<file path="src/core/cfgpd_pkg.sv">
// package: constants and types for the configuration word and power-down block
// Summary of operation
// - config word sits at word 3FC; only the external programmer writes it.
// - blank word reads 3FFF; every field takes its all-ones meaning.
// - bit 13 low protects program memory from external reads.
// - protection with re-use bit high covers only the first half.
// - protection with re-use bit low covers all but reserved top words.
// - bits 11-10 choose low-voltage reset and detect levels or disable.
// - bit 9 picks fast internal RC (0) or fast crystal (1).
// - bit 8 picks slow (0) or fast (1) clock after any reset.
// - bit 7 enables pin reset else pin is I/O; bit 6 watchdog reset.
// - bit 5 picks 4 or 8 MHz fast RC when divider select is 10.
// - sleep instruction or any write to trigger register enters power-down.
// - in power-down the fast clock halts; timers run only if enabled before entry.
// - power-down ends on reset, enabled interrupts, or low wake pins.
// - system clock select resets to 0 when start-up bit high, else 1.
// - idle mode stops fetch; only slow timer, wakeup timer and watchdog run.
// - stop mode with slow clock and wakeup irq off halts both oscillators.
package cfgpd_pkg;
  localparam int          CW_W         = 14;
  localparam int          PM_AW        = 10;
  localparam logic [9:0]  CFG_ADDR     = 10'h3FC;
  localparam logic [9:0]  RSV_FIRST    = 10'h3FC;
  localparam logic [9:0]  HALF_ADDR    = 10'h200;
  localparam logic [13:0] CFG_BLANK    = 14'h3FFF;
  localparam logic [13:0] PROT_DATA    = 14'h0000;
  localparam int          B_PROT       = 13;
  localparam int          B_REUSE      = 12;
  localparam int          B_LV_HI      = 11;
  localparam int          B_LV_LO      = 10;
  localparam int          B_FAST_CLOCK_TYPE       = 9;
  localparam int          B_START      = 8;
  localparam int          B_XRST       = 7;
  localparam int          B_WATCHDOG_RESET_EN       = 6;
  localparam int          B_FRC        = 5;
  localparam logic [1:0]  LV_HIGH      = 2'h0;
  localparam logic [1:0]  LV_MID       = 2'h1;
  localparam logic [1:0]  LV_OFF       = 2'h2;
  localparam logic [1:0]  LV_LOW       = 2'h3;
  localparam logic [1:0]  FRC_DIV_SEL  = 2'h2;
  localparam int          FRC_SLOW_MHZ = 4;
  localparam int          FRC_FAST_MHZ = 8;
  // register map, index times four gives the byte address
  localparam logic [7:0]  IDX_PDTRIG   = 8'h03;
  localparam logic [7:0]  IDX_STATUS   = 8'h04;
  localparam logic [7:0]  IDX_CTRL     = 8'h05;
  localparam logic [7:0]  IDX_CFG      = 8'h06;
  localparam logic [1:0]  RESP_OKAY    = 2'h0;
  localparam logic [1:0]  RESP_SLVERR  = 2'h2;
  localparam int          C_SLOW_CLOCK_ENABLE     = 0;
  localparam int          C_WAKEUP_IRQ_ENABLE      = 1;
  localparam int          C_WDTEN      = 2;

  typedef enum logic [1:0] {CFGPD_RUN, CFGPD_IDLE, CFGPD_STOP} cfgpd_mode_t;

  typedef struct packed {
    logic       protect_en;
    logic       reuse_off;
    logic [1:0] lv_mode;
    logic       low_voltage_reset;
    logic       low_voltage_detect;
    logic       fast_clock_type;
    logic       startup_speed_sel;
    logic       ext_pin_reset_en;
    logic       watchdog_reset_en;
    logic       fast_internal_rc;
  } cfgpd_dec_t;
endpackage

</file>
<file path="src/core/cfgpd_top.sv">
// module: config word decoder, read protection and power-down control
//
// Local design decision: register access over AXI4-Lite.
`timescale 1ns/1ps
module cfgpd_top (
  input  wire logic        I_CLOCK,
  input  wire logic        I_RST_N,
  // axi4-lite slave
  input  wire logic [31:0] I_AWADDR,
  input  wire logic        I_AWVALID,
  output logic             O_AWREADY,
  input  wire logic [31:0] I_WDATA,
  input  wire logic [3:0]  I_WSTRB,
  input  wire logic        I_WVALID,
  output logic             O_WREADY,
  output logic [1:0]       O_BRESP,
  output logic             O_BVALID,
  input  wire logic        I_BREADY,
  input  wire logic [31:0] I_ARADDR,
  input  wire logic        I_ARVALID,
  output logic             O_ARREADY,
  output logic [31:0]      O_RDATA,
  output logic [1:0]       O_RRESP,
  output logic             O_RVALID,
  input  wire logic        I_RREADY,
  // external programmer port, the only writer of the config word
  input  wire logic        I_PGM_WE,
  input  wire logic [9:0]  I_PGM_ADDR,
  input  wire logic [13:0] I_PGM_WDATA,
  input  wire logic [9:0]  I_EXT_RADDR,
  input  wire logic [13:0] I_EXT_RDATA_RAW,
  output logic [13:0]      O_EXT_RDATA,
  // cpu and wake sources
  input  wire logic        I_SLEEP,
  input  wire logic [1:0]  I_FAST_RC_DIVIDER_SEL,
  input  wire logic        I_EXT_IRQ,
  input  wire logic        I_WKT_IRQ,
  input  wire logic        I_SLOW_TIMER_IRQ,
  input  wire logic        I_SLOW_TIMER_CLOCK_SEL,
  input  wire logic [5:0]  I_PA_WAKE_N,
  input  wire logic [2:0]  I_PB_WAKE_N,
  // decoded configuration
  output logic             O_PROTECT_EN,
  output logic             O_LOW_VOLTAGE_RESET,
  output logic             O_LOW_VOLTAGE_DETECT,
  output logic [1:0]       O_LV_LEVEL,
  output logic             O_FAST_CLOCK_TYPE,
  output logic             O_STARTUP_SPEED_SEL,
  output logic             O_EXT_PIN_RESET_EN,
  output logic             O_WATCHDOG_RESET_EN,
  output logic             O_FAST_RC_8MHZ,
  output logic             O_SYSTEM_CLOCK_SEL,
  // power-down state
  output logic             O_CPU_HALT,
  output logic             O_FAST_OSC_EN,
  output logic             O_SLOW_OSC_EN,
  output logic             O_WAKEUP_TIMER_RUN,
  output logic             O_WATCHDOG_RUN,
  output logic             O_SLOW_TIMER_RUN
);
  // one-time word: blank at power-up, kept through every later reset
  logic [13:0]             config_word = cfgpd_pkg::CFG_BLANK;
  logic [13:0]             cw_latched;
  cfgpd_pkg::cfgpd_dec_t   dec;
  cfgpd_pkg::cfgpd_mode_t  mode;
  cfgpd_pkg::cfgpd_mode_t  next_mode;
  logic [2:0]              ctrl;
  logic                    system_clock_sel;
  logic                    rst_seen;
  logic [8:0]              wake_s1;
  logic [8:0]              wake_s2;
  logic [2:0]              irq_s1;
  logic [2:0]              irq_s2;
  logic                    aw_got;
  logic                    w_got;
  logic [7:0]              aw_idx;
  logic [3:0]              w_strb;
  logic [31:0]             w_data;
  logic                    bvalid;
  logic [1:0]              bresp;
  logic                    rvalid;
  logic [31:0]             rdata;
  logic [1:0]              rresp;

  // programmer port only
  // no reset branch: a reset must not undo protection or options
  always_ff @(posedge I_CLOCK) begin
    if (I_PGM_WE && I_PGM_ADDR == cfgpd_pkg::CFG_ADDR) begin
      config_word <= config_word & I_PGM_WDATA; // otp: bits only clear
    end
  end

  // config is sampled at reset release so fields hold steady while running
  // blank word decodes as all ones
  always_ff @(posedge I_CLOCK) begin
    if (!I_RST_N) begin
      cw_latched <= cfgpd_pkg::CFG_BLANK;
      rst_seen   <= 1'b1;
    end else begin
      rst_seen <= 1'b0;
      if (rst_seen) begin
        cw_latched <= config_word;
      end
    end
  end

  wire [1:0] lv_sel = cw_latched[cfgpd_pkg::B_LV_HI:cfgpd_pkg::B_LV_LO];
  assign dec.protect_en         = ~cw_latched[cfgpd_pkg::B_PROT];
  assign dec.reuse_off          = cw_latched[cfgpd_pkg::B_REUSE];
  assign dec.lv_mode            = lv_sel;
  assign dec.low_voltage_reset  = (lv_sel != cfgpd_pkg::LV_OFF);
  assign dec.low_voltage_detect = (lv_sel == cfgpd_pkg::LV_HIGH) ||
                                  (lv_sel == cfgpd_pkg::LV_MID);
  assign dec.fast_clock_type    = cw_latched[cfgpd_pkg::B_FAST_CLOCK_TYPE];
  assign dec.startup_speed_sel  = cw_latched[cfgpd_pkg::B_START];
  assign dec.ext_pin_reset_en   = cw_latched[cfgpd_pkg::B_XRST];
  assign dec.watchdog_reset_en  = cw_latched[cfgpd_pkg::B_WATCHDOG_RESET_EN];
  assign dec.fast_internal_rc   = cw_latched[cfgpd_pkg::B_FRC];

  // protected reads return fixed data
  // protection uses the live word so programming takes effect at once
  wire prot_live  = ~config_word[cfgpd_pkg::B_PROT];
  wire reuse_live = config_word[cfgpd_pkg::B_REUSE];
  wire in_half    = (I_EXT_RADDR < cfgpd_pkg::HALF_ADDR);
  wire in_full    = (I_EXT_RADDR < cfgpd_pkg::RSV_FIRST);
  wire rd_blocked = prot_live && (reuse_live ? in_half : in_full);

  always_ff @(posedge I_CLOCK) begin
    if (!I_RST_N) begin
      O_EXT_RDATA <= cfgpd_pkg::PROT_DATA;
    end else if (I_EXT_RADDR == cfgpd_pkg::CFG_ADDR) begin
      O_EXT_RDATA <= config_word;
    end else begin
      O_EXT_RDATA <= rd_blocked ? cfgpd_pkg::PROT_DATA : I_EXT_RDATA_RAW;
    end
  end

  // clock select reset value from start-up bit
  always_ff @(posedge I_CLOCK) begin
    if (!I_RST_N || rst_seen) begin
      system_clock_sel <= ~config_word[cfgpd_pkg::B_START];
    end else begin
      system_clock_sel <= system_clock_sel;
    end
  end

  // pin and interrupt inputs cross into the clock domain
  always_ff @(posedge I_CLOCK) begin
    if (!I_RST_N) begin
      wake_s1 <= 9'h1FF;
      wake_s2 <= 9'h1FF;
      irq_s1  <= 3'h0;
      irq_s2  <= 3'h0;
    end else begin
      wake_s1 <= {I_PB_WAKE_N, I_PA_WAKE_N};
      wake_s2 <= wake_s1;
      irq_s1  <= {I_SLOW_TIMER_IRQ, I_WKT_IRQ, I_EXT_IRQ};
      irq_s2  <= irq_s1;
    end
  end

  // axi write channel: both halves may arrive in any order
  wire wr_fire   = aw_got && w_got && !bvalid;
  wire wr_pdtrig = wr_fire && aw_idx == cfgpd_pkg::IDX_PDTRIG;
  wire wr_ctrl   = wr_fire && aw_idx == cfgpd_pkg::IDX_CTRL;
  wire wr_ok     = (aw_idx == cfgpd_pkg::IDX_PDTRIG) ||
                   (aw_idx == cfgpd_pkg::IDX_CTRL);
  assign O_AWREADY = !aw_got;
  assign O_WREADY  = !w_got;
  assign O_BVALID  = bvalid;
  assign O_BRESP   = bresp;

  always_ff @(posedge I_CLOCK) begin
    if (!I_RST_N) begin
      aw_got <= 1'b0;
      w_got  <= 1'b0;
      aw_idx <= 8'h00;
      w_strb <= 4'h0;
      w_data <= 32'h0;
      bvalid <= 1'b0;
      bresp  <= cfgpd_pkg::RESP_OKAY;
    end else begin
      if (I_AWVALID && !aw_got) begin
        aw_got <= 1'b1;
        aw_idx <= I_AWADDR[9:2];
      end
      if (I_WVALID && !w_got) begin
        w_got  <= 1'b1;
        w_strb <= I_WSTRB;
        w_data <= I_WDATA;
      end
      if (wr_fire) begin
        bvalid <= 1'b1;
        bresp  <= wr_ok ? cfgpd_pkg::RESP_OKAY : cfgpd_pkg::RESP_SLVERR;
      end else if (bvalid && I_BREADY) begin
        bvalid <= 1'b0;
        aw_got <= 1'b0;
        w_got  <= 1'b0;
      end
    end
  end

  // firmware power-down settings, low byte only
  always_ff @(posedge I_CLOCK) begin
    if (!I_RST_N) begin
      ctrl <= 3'h1; // slow clock enabled after reset
    end else if (wr_ctrl && w_strb[0]) begin
      ctrl <= w_data[2:0];
    end
  end

  // axi read channel, one cycle after address
  wire [31:0] rd_mux =
    (I_ARADDR[9:2] == cfgpd_pkg::IDX_STATUS) ?
      {28'h0, system_clock_sel, O_CPU_HALT, mode} :
    (I_ARADDR[9:2] == cfgpd_pkg::IDX_CTRL)   ? {29'h0, ctrl} :
    (I_ARADDR[9:2] == cfgpd_pkg::IDX_CFG)    ? {18'h0, cw_latched} :
    32'h0;
  wire rd_ok = (I_ARADDR[9:2] == cfgpd_pkg::IDX_STATUS) ||
               (I_ARADDR[9:2] == cfgpd_pkg::IDX_CTRL) ||
               (I_ARADDR[9:2] == cfgpd_pkg::IDX_CFG);
  assign O_ARREADY = !rvalid;
  assign O_RVALID  = rvalid;
  assign O_RDATA   = rdata;
  assign O_RRESP   = rresp;

  always_ff @(posedge I_CLOCK) begin
    if (!I_RST_N) begin
      rvalid <= 1'b0;
      rdata  <= 32'h0;
      rresp  <= cfgpd_pkg::RESP_OKAY;
    end else if (I_ARVALID && !rvalid) begin
      rvalid <= 1'b1;
      rdata  <= rd_mux;
      rresp  <= rd_ok ? cfgpd_pkg::RESP_OKAY : cfgpd_pkg::RESP_SLVERR;
    end else if (rvalid && I_RREADY) begin
      rvalid <= 1'b0;
    end
  end

  // wake sources, wakeup and slow timer interrupts gated by their enables, external interrupt ungated
  wire wake_pin = ~&wake_s2;
  wire wake_irq = irq_s2[0] || (irq_s2[1] && ctrl[cfgpd_pkg::C_WAKEUP_IRQ_ENABLE]) ||
                  (irq_s2[2] && ctrl[cfgpd_pkg::C_SLOW_CLOCK_ENABLE]);
  wire wake     = wake_pin || wake_irq;
  wire pd_req   = I_SLEEP || wr_pdtrig;
  // stop when slow clock and wakeup irq off
  wire go_stop  = !ctrl[cfgpd_pkg::C_SLOW_CLOCK_ENABLE] && !ctrl[cfgpd_pkg::C_WAKEUP_IRQ_ENABLE];

  // an entry request in run is taken even with a wake in the same cycle
  always_comb begin
    next_mode = mode;
    unique case (mode)
      cfgpd_pkg::CFGPD_RUN: begin
        if (pd_req) begin
          next_mode = go_stop ? cfgpd_pkg::CFGPD_STOP : cfgpd_pkg::CFGPD_IDLE;
        end
      end
      cfgpd_pkg::CFGPD_IDLE,
      cfgpd_pkg::CFGPD_STOP: begin
        if (wake) begin
          next_mode = cfgpd_pkg::CFGPD_RUN;
        end
      end
      default: next_mode = cfgpd_pkg::CFGPD_RUN;
    endcase
  end

  always_ff @(posedge I_CLOCK) begin
    if (!I_RST_N) begin
      mode <= cfgpd_pkg::CFGPD_RUN;
    end else begin
      mode <= next_mode;
    end
  end

  // idle keeps only enabled slow timer, wakeup timer and watchdog
  wire pd   = (mode != cfgpd_pkg::CFGPD_RUN);
  wire stop = (mode == cfgpd_pkg::CFGPD_STOP);
  assign O_CPU_HALT         = pd;
  assign O_FAST_OSC_EN      = !pd;
  assign O_SLOW_OSC_EN      = !stop && (ctrl[cfgpd_pkg::C_SLOW_CLOCK_ENABLE] ||
                              ctrl[cfgpd_pkg::C_WAKEUP_IRQ_ENABLE] || system_clock_sel);
  assign O_WAKEUP_TIMER_RUN = !stop && ctrl[cfgpd_pkg::C_WAKEUP_IRQ_ENABLE];
  assign O_WATCHDOG_RUN     = !stop && ctrl[cfgpd_pkg::C_WDTEN];
  assign O_SLOW_TIMER_RUN   = pd ? (ctrl[cfgpd_pkg::C_SLOW_CLOCK_ENABLE] && !stop &&
                              !I_SLOW_TIMER_CLOCK_SEL) : 1'b1;

  // decoded fields leave through the struct
  assign O_PROTECT_EN         = dec.protect_en;
  assign O_LOW_VOLTAGE_RESET  = dec.low_voltage_reset;
  assign O_LOW_VOLTAGE_DETECT = dec.low_voltage_detect;
  assign O_LV_LEVEL           = dec.lv_mode;
  assign O_FAST_CLOCK_TYPE    = dec.fast_clock_type;
  assign O_STARTUP_SPEED_SEL  = dec.startup_speed_sel;
  assign O_EXT_PIN_RESET_EN   = dec.ext_pin_reset_en;
  assign O_WATCHDOG_RESET_EN  = dec.watchdog_reset_en;
  // 8 MHz only with divider select 10 and bit 5 set
  assign O_FAST_RC_8MHZ       = dec.fast_internal_rc &&
                  (I_FAST_RC_DIVIDER_SEL == cfgpd_pkg::FRC_DIV_SEL);
  assign O_SYSTEM_CLOCK_SEL   = system_clock_sel;
endmodule

</file>
<file path="config.mk">
export PLATFORM = sky130hd
export DESIGN_NAME = cfgpd_top
export DESIGN_NICKNAME = d
export VERILOG_FILES = /design/src/core/cfgpd_pkg.sv /design/src/core/cfgpd_top.sv
export SDC_FILE = /design/constraint.sdc
export NUM_CORES = 1
export LEC_CHECK = 0
export ABC_AREA = 0
export BUFFER_PORTS_ARGS = -buffer_cell sky130_fd_sc_hd__buf_2
export CAP_MARGIN = 20
export CORE_MARGIN = 2
export CORE_UTILIZATION = 39
export DETAILED_ROUTE_END_ITERATION = 10
export PLACE_DENSITY = 0.81
export SYNTH_ARGS = -nofsm -noshare
export SYNTH_HDL_FRONTEND = slang
export SYNTH_SLANG_ARGS = --single-unit
export TNS_END_PERCENT = 100
</file>
<file path="constraint.sdc">
create_clock -name I_CLOCK -period 1.6 [get_ports I_CLOCK]
set_input_delay 0.16 -clock I_CLOCK [delete_from_list [all_inputs] [get_ports I_CLOCK]]
set_output_delay 0.16 -clock I_CLOCK [all_outputs]
set_load 0.1 [all_outputs]
</file>
==> summary.md <==
| Metric | Value |
|---|---|
| Status | `finished, final reports clean` |
| Leading cell types in the layout, fill and taps excluded | `buf_2 (137), dfxtp_1 (85), nand2_1 (39)` |
| Antenna-violating nets left | `0` |
| Max Slew Vio Count | `0` |
| FF-to-FF path depth | `5` |
| Max VDD drop | `593.9 uV` |
| Commonest non-fill, non-tap cell in the layout | `buf_2` |
| Longest Clk Path Bufs | `2` |
| Total Nets Final | `739` |
| Critical Path Start | `mode[0]` |
| CP Max Fanout | `4` |
| Syn Area/Cell | `9.939 um2` |
| Final Hold Viols | `0` |
| RSZ-0062 raised after global routing | `true` |
| Mapped Cells | `406` |
| CP Class | `reg2out` |
| Initial core utilization | `39.62%` |
| CTS tree | `done` |
| WHS | `0.01620 ns` |
| Core area | `0.01018 mm2` |
| Yosys warns | `0` |
| Layout cell share with drive strength beyond 1 | `35.79%` |
| Logic pwr share | `20.4%` |
| Leakage | `2.448 nW` |
| Cell row count | `37` |
| Endpoint class of the critical path | `primary output` |
| Data arrival, critical path | `1.43 ns` |
| Reg-to-reg slack, setup | `0.08 ns` |
| Average wire per standard cell | `13.70 um` |
| DRT iter0 DRCs | `107` |
| # setup viols final | `0` |
| Multi-input gate area | `0.001698 mm2` |
| HPWL after detailed placement | `7210 um` |
| Cell-internal power | `3.749 mW` |
| Yosys cell types | `35` |
| Hold path startpoint | `I_AWADDR[6]` |
| Pwr per Cell Area | `1027 mW/mm2` |
| Diodes inserted | `0` |
| Gpl congestion | `0.7869` |
| Sequential share of power | `50.6%` |
| Worst R2R Start | `aw_idx[3]` |
| Fillers | `931` |
| WL final | `9674 um` |
| Total track usage | `17.08%` |
| Switch Pwr | `1.825 mW` |
| Total grt overflow | `0` |
| Post-layout minimum cycle time | `1.593 ns` |
| Register area | `0.002261 mm2` |
| Area growth syn-to-layout | `34.45%` |
| Vias | `3307` |
| Drt first pass iters | `4` |
| Skew final | `0.01623 ns` |
| Sw frac | `32.74%` |
| Sequential area share after synthesis | `55.81%` |
| WP data required | `1.44 ns` |
| Skew-Pair Late Insertion Delay | `0.37 ns` |
| Vias/cell | `4.684` |
| Pwr Total | `5.574 mW` |
| Maxcap violations | `0` |
| CP startpoint kind | `flip-flop` |
| Largest net degree at the start of global routing | `26` |
| CTS Buf Count | `9` |
| Post-Syn Area | `0.004035 mm2` |
| Root buf cell | `clkbuf_8` |
| FMAX | `627.7 MHz` |
| Worst hold path class | `in2reg` |
| Worst-path clk slew | `0.11 ns` |
| Die footprint | `0.01118 mm2` |
| DIE HEIGHT | `105.7 um` |
| I/O pins | `244` |
| Flops & latches, synth | `105` |
| Fin crit share | `99.56%` |
| Hold depth | `3` |
| CTS sink cnt | `105` |
| Initial antenna violation count | `0` |
| Chip width | `105.7 um` |
| Port-buffer cells | `143` |
| Global-route wire length before repair | `15200 um` |
| Vias in the first global route | `3312` |
| # DRC | `0` |
| H-tree Lvls | `3` |
| Clock share of power | `29.1%` |
-- per-stage QoR --
stage	instance area, um2	cells	setup TNS (ns)	setup slack (ns)	utilization, %
after CTS	5375	702	0	0.001273	52.78
after global placement	5032	674	0	0.05414	49.41
after detailed placement	5032	674	-0.03948	-0.03703	49.41
final	5425	706	0	0.007003	53.27
after global routing	5425	706	-0.08172	-0.05696	53.27
after floorplan	4214	425	-2.759	-0.4255	-
-- synth_stat cells --
| master | n | area [um2] |
|---|---|---|
| buf_2 | 1 | 5.000 |
| buf_1 | 2 | 7.510 |
| o211ai_1 | 4 | 30.03 |
| o21ai_0 | 3 | 15.01 |
| nand3b_1 | 1 | 7.510 |
| o2bb2ai_1 | 2 | 17.52 |
| nand2b_1 | 21 | 131.4 |
| nor2_1 | 32 | 120.1 |
| ha_1 | 2 | 25.02 |
| o21a_1 | 2 | 15.01 |
| nor4b_1 | 1 | 8.760 |
| clkbuf_1 | 17 | 63.81 |
| and3b_1 | 3 | 26.28 |
| nand3_1 | 18 | 90.09 |
| nor3_1 | 3 | 15.01 |
| a32oi_1 | 1 | 8.760 |
| a22oi_1 | 10 | 75.07 |
| or2_2 | 1 | 6.260 |
| buf_4 | 22 | 165.2 |
| nor4_1 | 2 | 12.51 |
| conb_1 | 1 | 3.750 |
| nor2b_1 | 7 | 43.79 |
| a211oi_1 | 1 | 7.510 |
| dfxtp_1 | 90 | 1802 |
| nor4_4 | 1 | 21.27 |
| inv_1 | 12 | 45.04 |
| nand2_1 | 41 | 153.9 |
| and2_1 | 21 | 131.4 |
| xor2_1 | 1 | 8.760 |
| mux2i_1 | 32 | 320.3 |
| a21oi_1 | 24 | 120.1 |
| edfxtp_1 | 15 | 450.4 |
| or4_1 | 3 | 22.52 |
| nand4_1 | 8 | 50.05 |
| a221oi_1 | 1 | 8.760 |
-- flip-flops by register name, summed over array words and instances, names as in the netlist, 8 cells and up --
signal	cells
O_EXT_RDATA	14
O_RDATA	14
config_word	14
cw_latched	14
wake_s1	9
wake_s2	9
aw_idx	8
-- cells by family after synthesis --
family          after synthesis  share of synthesized area, %
mux                          32                         7.938
other cells                   1                       0.09293
xor+xnor                      1                        0.2171
simple gates                163                         20.84
flops                       105                         55.81
buf+inv                      54                         7.101
fa+ha+maj                     2                        0.6201
compound gates               48                         7.380
-- final timing paths --
check                                   endpoint
worst max-delay path            O_SLOW_TIMER_RUN
worst min-delay path                   aw_idx[4]
worst max register to register           mode[1]
worst min register to register        wake_s2[8]
-- per-layer routing --
| layer | up-vias | routed length (um) | GRT usage [%] |
|---|---|---|---|
| li1 | 1641 | - | - |
| met4 | 0 | 175 | 7.237 |
| met2 | 112 | 4885 | 29.45 |
| met5 | - | 0 | 0 |
| met3 | 15 | 437 | 3.587 |
| met1 | 1539 | 4176 | 20.62 |
-- cell type report --
| class | instances | share of cell area [%] |
|---|---|---|
| flip-flops and latches | 105 | 41.67 |
| multi-input cells | 266 | 31.30 |
| repair buffers | 171 | 19.28 |
| well taps | 136 | 3.137 |
| clock buffers | 10 | 2.744 |
| inverters | 12 | 1.015 |
| clock inverters | 6 | 0.8533 |
-- repair_timing --
| item | in CTS | in global routing |
|---|---|---|
| pin swaps | 2 | 4 |
| resized for setup | 5 | 5 |
| hold endpoints to repair | 12 | 0 |
| hold buffers | 12 | 0 |
| setup buffers | 0 | 4 |
| endpoints found under the setup margin | 6 | 5 |
-- power by group through the flow --
stage          registers, mW  logic (mW)  clock network, mW
2_1_floorplan           3.04       0.710                  0
3_3_place_gp            2.87        1.07                  0
3_5_place_dp            2.87        1.09                  0
4_1_cts                 2.82        1.12               1.67
5_1_grt                 2.83        1.19               1.77
6_report                2.82        1.13               1.62
-- critical path: stages (launching register included) --
cell     delay, ns
dfxtp_2       0.37
inv_4         0.05
ha_4          0.17
nor2_1        0.10
nand2_1       0.11
nand2_4       0.11
buf_12        0.17
Power figures use the tool's default switching activity.
